--- config.mk ---
export PLATFORM = sky130hd
export DESIGN_NAME = tsim_monitor
export DESIGN_NICKNAME = d
export VERILOG_FILES = /design/src/tsim_pkg.sv /design/src/tsim_scale_if.sv /design/src/tsim_delay_line.sv /design/src/tsim_monitor.sv /design/src/tsim_scaler.sv
export SDC_FILE = /design/constraint.sdc
export NUM_CORES = 2
export LEC_CHECK = 0
export BUFFER_PORTS_ARGS = -buffer_cell sky130_fd_sc_hd__buf_2
export CAP_MARGIN = 15
export CORE_MARGIN = 4
export CORE_UTILIZATION = 50
export CTS_BUF_LIST = sky130_fd_sc_hd__clkbuf_8 sky130_fd_sc_hd__clkbuf_16
export CTS_CLUSTER_SIZE = 14
export DETAILED_ROUTE_END_ITERATION = 12
export GPL_TIMING_DRIVEN = 0
export PLACE_DENSITY = 0.7
export SYNTH_ARGS = -nofsm -noshare
export SYNTH_HDL_FRONTEND = slang
export SYNTH_SLANG_ARGS = --single-unit
--- constraint.sdc ---
create_clock -name pclk -period 14.7 [get_ports pclk]
set_clock_uncertainty 0.05 [all_clocks]
set_input_delay 2.94 -clock pclk [delete_from_list [all_inputs] [get_ports pclk]]
set_output_delay 2.94 -clock pclk [all_outputs]
set_load 0.02 [all_outputs]
--- src/tsim_pkg.sv ---
// What this block does
// selector none injects no test signal
// position setting injects scaled input at U1
// controller setting injects scaled input at U2
// input scaled by input gain, 1 V = 1 pu
// at U2 unity gain 1 V = 1 A
// monitor none means no DAC writes
// controller setting outputs Y1 without test signal
// plus-test setting outputs Y1 plus U2 (Y2)
// position setting captures offset, outputs Y3 minus offset
// position error setting outputs Y4
// output scaled by gain, Y1/Y2 1 A = 1 V
// Y3, Y4, Y5 output at 1 V per pu
// Y6..Y18 accepted only on supporting variants
// Y6..Y11 currents before/after park and errors
// Y12..Y18 integrators, voltages and electrical angle
// currents and errors at 1 V per ampere
// integrators and voltages at 1 V per volt
// angle output at 3.14 V per radian
// DAC updated only by position-loop sample
// POSITION_VELOCITY_LOOP paths take one loop period
// U2 to Y1 at most two periods
// current-loop signals take three periods
// one input sample and output update per period
// output clipped at plus/minus ten volts
// anti-alias plus monitor at 32 kHz raises error
// settings per axis, applied at next sample
package tsim_pkg;
  // data scale: one count is one milli unit (mV, mA, mpu, mrad)
  localparam int DW = 16;
  localparam int GAIN_FRAC = 8;
  localparam logic [15:0] GAIN_UNITY = 16'h0100;
  localparam logic [15:0] DAC_LIMIT = 16'h2710;
  localparam logic [15:0] INJ_LIMIT = 16'h7fff;
  localparam logic [15:0] ANGLE_GAIN = 16'h0324;
  // register byte addresses
  localparam logic [11:0] ADDR_CTRL = 12'h000;
  localparam logic [11:0] ADDR_IN_GAIN = 12'h004;
  localparam logic [11:0] ADDR_OUT_GAIN = 12'h008;
  localparam logic [11:0] ADDR_STATUS = 12'h00c;
  localparam logic [11:0] ADDR_DAC = 12'h010;
  localparam logic [11:0] ADDR_OFFSET = 12'h014;
  // control fields
  localparam int CTRL_INJ_LSB = 0;
  localparam int CTRL_MON_LSB = 4;
  localparam int CTRL_AAF_BIT = 12;
  localparam int CTRL_RATE32_BIT = 13;
  // status fields
  localparam int ST_ERR_BIT = 0;
  localparam int ST_REJ_BIT = 1;
  localparam int ST_INJ_LSB = 4;
  localparam int ST_MON_LSB = 8;
  // injection point codes
  localparam logic [1:0] INJ_NONE = 2'h0;
  localparam logic [1:0] INJ_POS = 2'h1;
  localparam logic [1:0] INJ_CTRL = 2'h2;
  // monitor selection codes
  localparam logic [4:0] MON_NONE = 5'h00;
  localparam logic [4:0] MON_Y1 = 5'h01;
  localparam logic [4:0] MON_Y2 = 5'h02;
  localparam logic [4:0] MON_Y3 = 5'h03;
  localparam logic [4:0] MON_Y4 = 5'h04;
  localparam logic [4:0] MON_Y5 = 5'h05;
  localparam logic [4:0] MON_Y6 = 5'h06;
  localparam logic [4:0] MON_Y18 = 5'h12;
  localparam int CCL_COUNT = 13;
  // latencies in position-loop periods
  localparam int PVL_PERIODS = 1;
  localparam int CCL_PERIODS = 3;
  localparam int CCL_EXTRA = CCL_PERIODS - PVL_PERIODS;
endpackage

--- src/tsim_scale_if.sv ---
`timescale 1ns/1ps
// sample and gain to a scaler, clipped result back
interface tsim_scale_if #(parameter int W = 16);
  logic signed [W-1:0] sample;
  logic signed [W-1:0] gain;
  logic signed [W-1:0] result;
  logic sat;
  modport client (output sample, output gain, input result, input sat);
  modport server (input sample, input gain, output result, output sat);
endinterface

--- src/tsim_delay_line.sv ---
`timescale 1ns/1ps
// delays a word by a number of position-loop samples
module tsim_delay_line
  import tsim_pkg::*;
#(
  parameter int DEPTH = CCL_EXTRA
)
(
  input wire logic pclk,
  input wire logic presetn,
  input wire logic advance,
  input wire logic [DW-1:0] din,
  output logic [DW-1:0] dout
);
  logic [DEPTH-1:0][DW-1:0] stage_r;
  logic [DEPTH-1:0][DW-1:0] stage_nxt;

  // shift one stage per sample
  always_comb
  begin
    stage_nxt = stage_r;
    if (advance)
    begin
      for (int i = DEPTH - 1; i > 0; i--)
        stage_nxt[i] = stage_r[i-1];
      stage_nxt[0] = din;
    end
  end

  always_ff @(posedge pclk or negedge presetn)
  begin
    if (!presetn)
      stage_r <= '0;
    else
      stage_r <= stage_nxt;
  end

  assign dout = stage_r[DEPTH-1];
endmodule

--- src/tsim_monitor.sv ---
// The register offsets and the APB interface to the registers were left to the implementer.
`timescale 1ns/1ps
module tsim_monitor
  import tsim_pkg::*;
#(
  parameter bit CCL_SUPPORT = 1'b1
)
(
  input wire logic pclk,
  input wire logic presetn,
  input wire logic ce,
  input wire logic psel,
  input wire logic penable,
  input wire logic pwrite,
  input wire logic [11:0] paddr,
  input wire logic [31:0] pwdata,
  output logic [31:0] prdata,
  output logic pready,
  output logic pslverr,
  input wire logic loop_tick,
  input wire logic [DW-1:0] adc_data,
  input wire logic [DW-1:0] ctrl_out,
  input wire logic [DW-1:0] position,
  input wire logic [DW-1:0] pos_error,
  input wire logic [DW-1:0] setpoint_pos,
  input wire logic [CCL_COUNT-1:0][DW-1:0] ccl_signals,
  output logic [DW-1:0] u1_inject,
  output logic [DW-1:0] u2_inject,
  output logic [DW-1:0] dac_data,
  output logic dac_wr,
  output logic conflict_err
);
  // ****************************************************************
  // helpers
  // ****************************************************************
  // clip a wide signed value into the data width
  function automatic logic [DW-1:0] sat_dw(input logic signed [DW:0] v);
    logic signed [DW:0] hi;
    hi = {1'b0, INJ_LIMIT};
    if (v > hi)
      sat_dw = INJ_LIMIT;
    else if (v < -hi)
      sat_dw = -INJ_LIMIT;
    else
      sat_dw = v[DW-1:0];
  endfunction

  function automatic logic is_ccl(input logic [4:0] sel);
    is_ccl = (sel >= MON_Y6) && (sel <= MON_Y18);
  endfunction

  // ****************************************************************
  // settings and register bus
  // ****************************************************************
  logic [1:0] inj_sel_r, inj_sel_nxt;
  logic [4:0] mon_sel_r, mon_sel_nxt;
  logic aaf_en_r, aaf_en_nxt;
  logic rate32_r, rate32_nxt;
  logic [DW-1:0] in_gain_r, in_gain_nxt;
  logic [DW-1:0] out_gain_r, out_gain_nxt;
  logic err_r, err_nxt;
  logic rej_r, rej_nxt;
  logic pready_r, pready_nxt;
  logic pslverr_r, pslverr_nxt;
  logic [31:0] prdata_r, prdata_nxt;
  logic t;
  logic conflict;
  logic setup;
  logic access;
  logic wr;
  logic mapped;
  logic [4:0] wmon;

  // loop state, declared here for readback
  logic [1:0] inj_act_r, inj_act_nxt;
  logic [4:0] mon_act_r, mon_act_nxt;
  logic [DW-1:0] offset_r, offset_nxt;
  logic [DW-1:0] u1_r, u1_nxt;
  logic [DW-1:0] u2_r, u2_nxt;
  logic [DW-1:0] dac_r, dac_nxt;
  logic dac_wr_r, dac_wr_nxt;
  logic conflict_r, conflict_nxt;

  assign t = loop_tick & ce;
  assign setup = ce & psel & ~penable & ~pready_r;
  assign access = ce & psel & penable & pready_r;
  assign wr = access & pwrite;
  assign wmon = pwdata[CTRL_MON_LSB +: 5];
  // 32 kHz rate forbids anti-alias with monitor or injection
  assign conflict = rate32_r & aaf_en_r & ((mon_sel_r != MON_NONE) | (inj_sel_r != INJ_NONE));

  // address decode, readback, writes and sticky flags
  always_comb
  begin
    inj_sel_nxt = inj_sel_r;
    mon_sel_nxt = mon_sel_r;
    aaf_en_nxt = aaf_en_r;
    rate32_nxt = rate32_r;
    in_gain_nxt = in_gain_r;
    out_gain_nxt = out_gain_r;
    err_nxt = err_r;
    rej_nxt = rej_r;
    pready_nxt = pready_r;
    pslverr_nxt = pslverr_r;
    prdata_nxt = prdata_r;
    mapped = 1'b1;
    if (paddr == ADDR_CTRL)
      prdata_nxt = {18'h00000, rate32_r, aaf_en_r, 3'h0, mon_sel_r, 2'h0, inj_sel_r};
    else if (paddr == ADDR_IN_GAIN)
      prdata_nxt = {16'h0000, in_gain_r};
    else if (paddr == ADDR_OUT_GAIN)
      prdata_nxt = {16'h0000, out_gain_r};
    else if (paddr == ADDR_STATUS)
      prdata_nxt = {19'h00000, mon_act_r, 2'h0, inj_act_r, 2'h0, rej_r, err_r};
    else if (paddr == ADDR_DAC)
      prdata_nxt = {16'h0000, dac_r};
    else if (paddr == ADDR_OFFSET)
      prdata_nxt = {16'h0000, offset_r};
    else
    begin
      mapped = 1'b0;
      prdata_nxt = 32'h00000000;
    end
    if (setup)
    begin
      pready_nxt = 1'b1;
      pslverr_nxt = ~mapped;
      if (pwrite)
        prdata_nxt = 32'h00000000;
    end
    else if (access)
    begin
      pready_nxt = 1'b0;
      pslverr_nxt = 1'b0;
    end
    if (wr && mapped && paddr == ADDR_CTRL)
    begin
      inj_sel_nxt = pwdata[CTRL_INJ_LSB +: 2];
      aaf_en_nxt = pwdata[CTRL_AAF_BIT];
      rate32_nxt = pwdata[CTRL_RATE32_BIT];
      // variant gate
      if (is_ccl(wmon) && !CCL_SUPPORT)
        rej_nxt = 1'b1;
      else if (wmon <= MON_Y18)
        mon_sel_nxt = wmon;
      else
        rej_nxt = 1'b1;
    end
    if (wr && mapped && paddr == ADDR_IN_GAIN)
      in_gain_nxt = pwdata[DW-1:0];
    if (wr && mapped && paddr == ADDR_OUT_GAIN)
      out_gain_nxt = pwdata[DW-1:0];
    if (wr && mapped && paddr == ADDR_STATUS)
    begin
      if (pwdata[ST_ERR_BIT])
        err_nxt = 1'b0;
      if (pwdata[ST_REJ_BIT])
        rej_nxt = 1'b0;
    end
    // conflict error, set wins over clear
    if (t && conflict)
      err_nxt = 1'b1;
    if (wr && mapped && paddr == ADDR_CTRL && (is_ccl(wmon) && !CCL_SUPPORT || wmon > MON_Y18))
      rej_nxt = 1'b1;
  end

  always_ff @(posedge pclk or negedge presetn)
  begin
    if (!presetn)
    begin
      inj_sel_r <= INJ_NONE;
      mon_sel_r <= MON_NONE;
      aaf_en_r <= 1'b0;
      rate32_r <= 1'b0;
      in_gain_r <= GAIN_UNITY;
      out_gain_r <= GAIN_UNITY;
      err_r <= 1'b0;
      rej_r <= 1'b0;
      pready_r <= 1'b0;
      pslverr_r <= 1'b0;
      prdata_r <= 32'h00000000;
    end
    else if (ce)
    begin
      inj_sel_r <= inj_sel_nxt;
      mon_sel_r <= mon_sel_nxt;
      aaf_en_r <= aaf_en_nxt;
      rate32_r <= rate32_nxt;
      in_gain_r <= in_gain_nxt;
      out_gain_r <= out_gain_nxt;
      err_r <= err_nxt;
      rej_r <= rej_nxt;
      pready_r <= pready_nxt;
      pslverr_r <= pslverr_nxt;
      prdata_r <= prdata_nxt;
    end
  end

  // ****************************************************************
  // scaling and current-loop delay
  // ****************************************************************
  tsim_scale_if #(.W(DW)) in_if ();
  tsim_scale_if #(.W(DW)) out_if ();
  logic [DW-1:0] ccl_raw;
  logic [DW-1:0] ccl_del;
  logic [DW-1:0] angle_scaled;
  logic [2*DW-1:0] angle_prod;
  logic [DW-1:0] mon_raw;

  // input gain before injection
  assign in_if.sample = adc_data;
  assign in_if.gain = in_gain_r;
  tsim_scaler #(.LIMIT(INJ_LIMIT)) u_in_scale (.s(in_if));

  // angle pre-scaled to 3.14 V per radian
  assign angle_prod = $signed(ccl_signals[CCL_COUNT-1]) * $signed(ANGLE_GAIN);
  assign angle_scaled = sat_dw(angle_prod[DW+GAIN_FRAC:GAIN_FRAC]);
  // current-loop signal by index
  assign ccl_raw = (mon_sel_r == MON_Y18) ? angle_scaled :
                   is_ccl(mon_sel_r) ? ccl_signals[mon_sel_r - MON_Y6] : '0;

  // two extra samples of delay for current-loop signals
  tsim_delay_line #(.DEPTH(CCL_EXTRA)) u_ccl_delay (
    .pclk(pclk),
    .presetn(presetn),
    .advance(t),
    .din(ccl_raw),
    .dout(ccl_del)
  );

  // output gain then R24 clip at ten volts
  assign out_if.sample = mon_raw;
  assign out_if.gain = out_gain_r;
  tsim_scaler #(.LIMIT(DAC_LIMIT)) u_out_scale (.s(out_if));

  // ****************************************************************
  // position-loop sample
  // ****************************************************************
  // monitor source mux, same-sample path
  always_comb
  begin
    offset_nxt = offset_r;
    mon_raw = '0;
    // capture offset when position output becomes active
    if (t && mon_sel_r == MON_Y3 && mon_act_r != MON_Y3)
      offset_nxt = position;
    case (mon_sel_r)
      // controller output only
      MON_Y1: mon_raw = ctrl_out;
      // controller output plus U2
      MON_Y2: mon_raw = sat_dw($signed({ctrl_out[DW-1], ctrl_out}) + $signed({u2_r[DW-1], u2_r}));
      // position minus captured offset
      MON_Y3: mon_raw = sat_dw($signed({position[DW-1], position})
        - $signed({offset_nxt[DW-1], offset_nxt}));
      // position error
      MON_Y4: mon_raw = pos_error;
      // setpoint position
      MON_Y5: mon_raw = setpoint_pos;
      default: mon_raw = ccl_del;
    endcase
  end

  // settings take effect at the sample, R23 one update per sample
  always_comb
  begin
    inj_act_nxt = inj_act_r;
    mon_act_nxt = mon_act_r;
    u1_nxt = u1_r;
    u2_nxt = u2_r;
    dac_nxt = dac_r;
    dac_wr_nxt = 1'b0;
    conflict_nxt = conflict_r;
    if (t)
    begin
      inj_act_nxt = inj_sel_r;
      mon_act_nxt = mon_sel_r;
      conflict_nxt = conflict;
      // no injection unless selected
      u1_nxt = '0;
      u2_nxt = '0;
      // U1 injection, R3: U2 injection
      if (!conflict && inj_sel_r == INJ_POS)
        u1_nxt = in_if.result;
      else if (!conflict && inj_sel_r == INJ_CTRL)
        u2_nxt = in_if.result;
      // no DAC write when none; R19: only at the sample
      if (!conflict && mon_sel_r != MON_NONE)
      begin
        dac_nxt = out_if.result;
        dac_wr_nxt = 1'b1;
      end
    end
  end

  always_ff @(posedge pclk or negedge presetn)
  begin
    if (!presetn)
    begin
      inj_act_r <= INJ_NONE;
      mon_act_r <= MON_NONE;
      offset_r <= '0;
      u1_r <= '0;
      u2_r <= '0;
      dac_r <= '0;
      dac_wr_r <= 1'b0;
      conflict_r <= 1'b0;
    end
    else if (ce)
    begin
      inj_act_r <= inj_act_nxt;
      mon_act_r <= mon_act_nxt;
      offset_r <= offset_nxt;
      u1_r <= u1_nxt;
      u2_r <= u2_nxt;
      dac_r <= dac_nxt;
      dac_wr_r <= dac_wr_nxt;
      conflict_r <= conflict_nxt;
    end
  end

  assign prdata = prdata_r;
  assign pready = pready_r;
  assign pslverr = pslverr_r;
  assign u1_inject = u1_r;
  assign u2_inject = u2_r;
  assign dac_data = dac_r;
  assign dac_wr = dac_wr_r;
  assign conflict_err = conflict_r;
endmodule

--- src/tsim_scaler.sv ---
`timescale 1ns/1ps
// signed Q8.8 gain multiply with symmetric clipping
module tsim_scaler
  import tsim_pkg::*;
#(
  parameter logic [15:0] LIMIT = DAC_LIMIT
)
(
  tsim_scale_if.server s
);
  logic signed [2*DW-1:0] prod;
  logic signed [2*DW-1:0] shifted;
  logic signed [2*DW-1:0] lim;

  // multiply, drop fraction, clip
  always_comb
  begin
    prod = s.sample * s.gain;
    shifted = prod >>> GAIN_FRAC;
    lim = {{DW{1'b0}}, LIMIT};
    s.sat = 1'b0;
    s.result = shifted[DW-1:0];
    if (shifted > lim)
    begin
      s.result = LIMIT;
      s.sat = 1'b1;
    end
    else if (shifted < -lim)
    begin
      s.result = -LIMIT;
      s.sat = 1'b1;
    end
  end
endmodule
==> qor.yml <==
outcome:
  outcome: "finished clean"
clock_tree:
  cts.sinks: 166
  clk_path_buf_depth: 2
  cts_htree_levels: 4
  cts_tree: "yes"
  path_clk_slew_ps: 70
  cts_buffers: 17
  clockRootBuffer: "clkbuf_16"
  clk_latency_ps: 450
cells_and_area:
  multi_input_area_um2: 26900
  nFillCells: 6183
  regArea_um2: 4160
  layout-drive-gt1-share_pct: 16.2
  finalNetCount: 5371
  final_cells: 5131
  mostFrequentLayoutCell: "inv_1"
  area_growth_pct: 12.0
  final_cell_mix: "inv_1 (706), fa_1 (549), nand2_1 (469)"
  final_util_pct: 56.8
place:
  pre_cts_ws_ps: -1600
  dpl.hpwl_um: 106000
  portBuffers: 388
  placed_cells: 5078
  gp_congestion: 0.981
critical_path:
  critPathMaxFanout: 10
  setup.worst_path.class: "in2reg"
  crit_arrival_ps: 14550
  cpPeakStageDelay_ps: 560
  cp-end-kind: "flip-flop"
  cp_slowest_cell: "fa_1"
  start_kind: "input pin"
  path_common_cell: "fa_1"
  cp.required_ps: 14990
die:
  die_x_um: 270
  initial_utilization_pct: 50.7
  core_um2: 67500
  die_y_um: 270
  die-area_um2: 72700
  num_rows: 95
  ios: 423
global_routing:
  grt_pass1_vias: 30488
  grt_max_degree: 124
  antenna_found_initial: 21
  grtUsageTotal_pct: 33.6
  grt_pass1_wl_um: 186000
  globalRouteOverflowTotal: 0
detailed_routing:
  drt_iter0_drc: 2910
  antenna_left: 0
  viasPerCell: 5.88
  top_layer: "met5"
  drc: 0
  first_pass_iters: 7
  wl_met3_um: 14300
  vias: 30149
  drt-total-wl_um: 123000
  wl_per_cell_um: 24.0
  wl_met2_um: 52900
  drt-met1-wl_um: 51700
sta:
  fin_ws_ps: 441
  whs_ps: 428
  fin_crit_sh_pct: 97.0
  maxSlewHeadroom_pct: 25.4
  tns_ps: 0
  final_hold_viol_count: 0
  setup_viol: 0
  layout_min_cycle_time_ps: 14260
  tightest_slew_ps: 1120
  slew_viol_final: 0
  max_freq_mhz: 70.1
synth:
  netlist_instances: 3799
  synth_top_cell_area_share_pct: 32.1
  synth.distinct_cells: 105
  syn_area_um2: 34200
  syn_avg_cell_area_um2: 9.01
  synth_area_leaders: "fa_1 (32%), dfrtp_1 (12%), ha_1 (9.0%), inv_1 (7.7%), nand2_1 (5.2%)"
  synthArstFlopShare_pct: 100
  synth_seq_cells: 166
  synth-edff-count: 0
  ys_seq_area_share_pct: 12.1
  synth_area_leader_cell: "fa_1"
  synth_warnings: 0
  synthFlopType: "dfrtp_1"
pwr:
  power_density_nw_per_um2: 48.4
  ir_drop_mv: 0.0738
  p_leak_nw: 18.6
job:
  drv_cap: 0
hold_path:
  hp-class: "reg2reg"
[per-stage QoR]
stage,cell area [um^2],total power [mW]
CTS,38100,1.81
detailed placement,37400,1.33
floorplan,34300,1.02
global placement,37300,1.33
finish,38300,1.85
global route,38300,1.95
[synthesized netlist by cell type, types with 7 or more instances]
cell type and n:
inv_1 706, fa_1 549, nand2_1 472, and2_1 254
ha_1 246, dfrtp_1 164, a21oi_1 151, clkbuf_1 150
nor2_1 148, o21ai_0 98, xnor2_1 71, mux2_2 63
mux4_2 48, a21o_1 43, nand2b_1 41, nor3_1 41
a221o_1 39, nand3_1 35, a31oi_1 29, xor2_1 25
a221oi_1 24, a22oi_1 22, buf_4 18, nor2b_1 18
o21a_1 18, and3_1 16, nor4_1 14, o21ai_1 14
a211oi_1 12, buf_1 12, o21bai_1 11, o22ai_1 11
o31ai_1 11, nand4_1 10, a211o_1 9, mux2i_1 9
o221ai_1 9, o22a_1 8, or3_1 8, a21boi_0 7
a22o_1 7, a32oi_1 7, o211ai_1 7, or2_2 7
or4_1 7
[area by class of cell]
type                            instances  share of cell area, %
Antenna cell                            8                 0.0522
Buffer                                186                   2.18
Clock buffer                           17                   1.11
Clock inverter                         15                  0.477
Inverter                              706                   6.92
Multi-Input combinational cell       2754                   70.1
Sequential cell                       166                   10.8
Tap cell                              873                   2.85
Timing Repair Buffer                  406                   5.49
[worst max-delay path: cells and delay by family]
kind                       cells  cell delay [ps]
xor gates and xnor gates       2              720
and+or+nand+nor               13             2510
AOI/OAI and AO/OA             13             3170
adders and majority gates      9             4010
buffers and inverters          8             1210
[registers in the layout, summed over array words and instances (netlist names), 16 cells and up]
signal and count:
u_ccl_delay.dout 16, u_ccl_delay.stage_r 16, u2_inject 16, u1_inject 16
in_gain_r 16, offset_r 16, prdata 16, dac_data 16
out_gain_r 16
[report_power, final]
group	switching (mW)	internal [mW]	total [mW]
sequential	0.0316	0.482	0.514
clock	0.229	0.244	0.473
combinational	0.553	0.313	0.867
[what timing repair did]
item / CTS / global route
setup endpoints to repair: 16 / 16
endpoints found under the hold margin: 0 / 0
resized for setup: 33 / 54
hold buffers: 0 / 0
pin swaps: 2 / 5
buffers inserted: 4 / 9
[kinds of logic (layout without fill, tap and decap cells)]
| family | count (synthesis) | count (layout) | share of synthesized area [%] |
|---|---|---|---|
| adders and majority gates | 795 | 795 | 41.1 |
| and+or+nand+nor | 1105 | 1105 | 15.7 |
| muxes | 121 | 121 | 5.56 |
| DFF | 166 | 166 | 12.1 |
| buffers and inverters | 894 | 1330 | 10.1 |
| AOI/OAI and AO/OA | 621 | 621 | 12.9 |
| other | 1 | 24 | 0.0110 |
| xor gates and xnor gates | 96 | 96 | 2.46 |
[per-layer routing]
metal | global-route usage, % | up-vias
li1 | - | 13178
met1 | 48.2 | 15175
met2 | 50.3 | 1545
met3 | 9.57 | 239
met4 | 8.96 | 12
met5 | 0 | -
[path summary, 6_finish.rpt]
kind | from | to | slack [ps] | cells after the start
max | ce | dac_data[8]$_DFFE_PN0P_ | 440 | 45
min | u_ccl_delay.stage_r[9]$_DFFE_PN0P_ | u_ccl_delay.dout[9]$_DFFE_PN0P_ | 430 | 2
max reg2reg | mon_sel_r[2]$_DFFE_PN0P_ | dac_data[8]$_DFFE_PN0P_ | 2460 | 45
min reg2reg | u_ccl_delay.stage_r[9]$_DFFE_PN0P_ | u_ccl_delay.dout[9]$_DFFE_PN0P_ | 430 | 2
max in group asynchronous | presetn | u1_inject[0]$_DFFE_PN0P_ | 11310 | 2
min in group asynchronous | presetn | offset_r[7]$_DFFE_PN0P_ | 2350 | 1
Note: power is estimated with default switching activity, not from simulation.
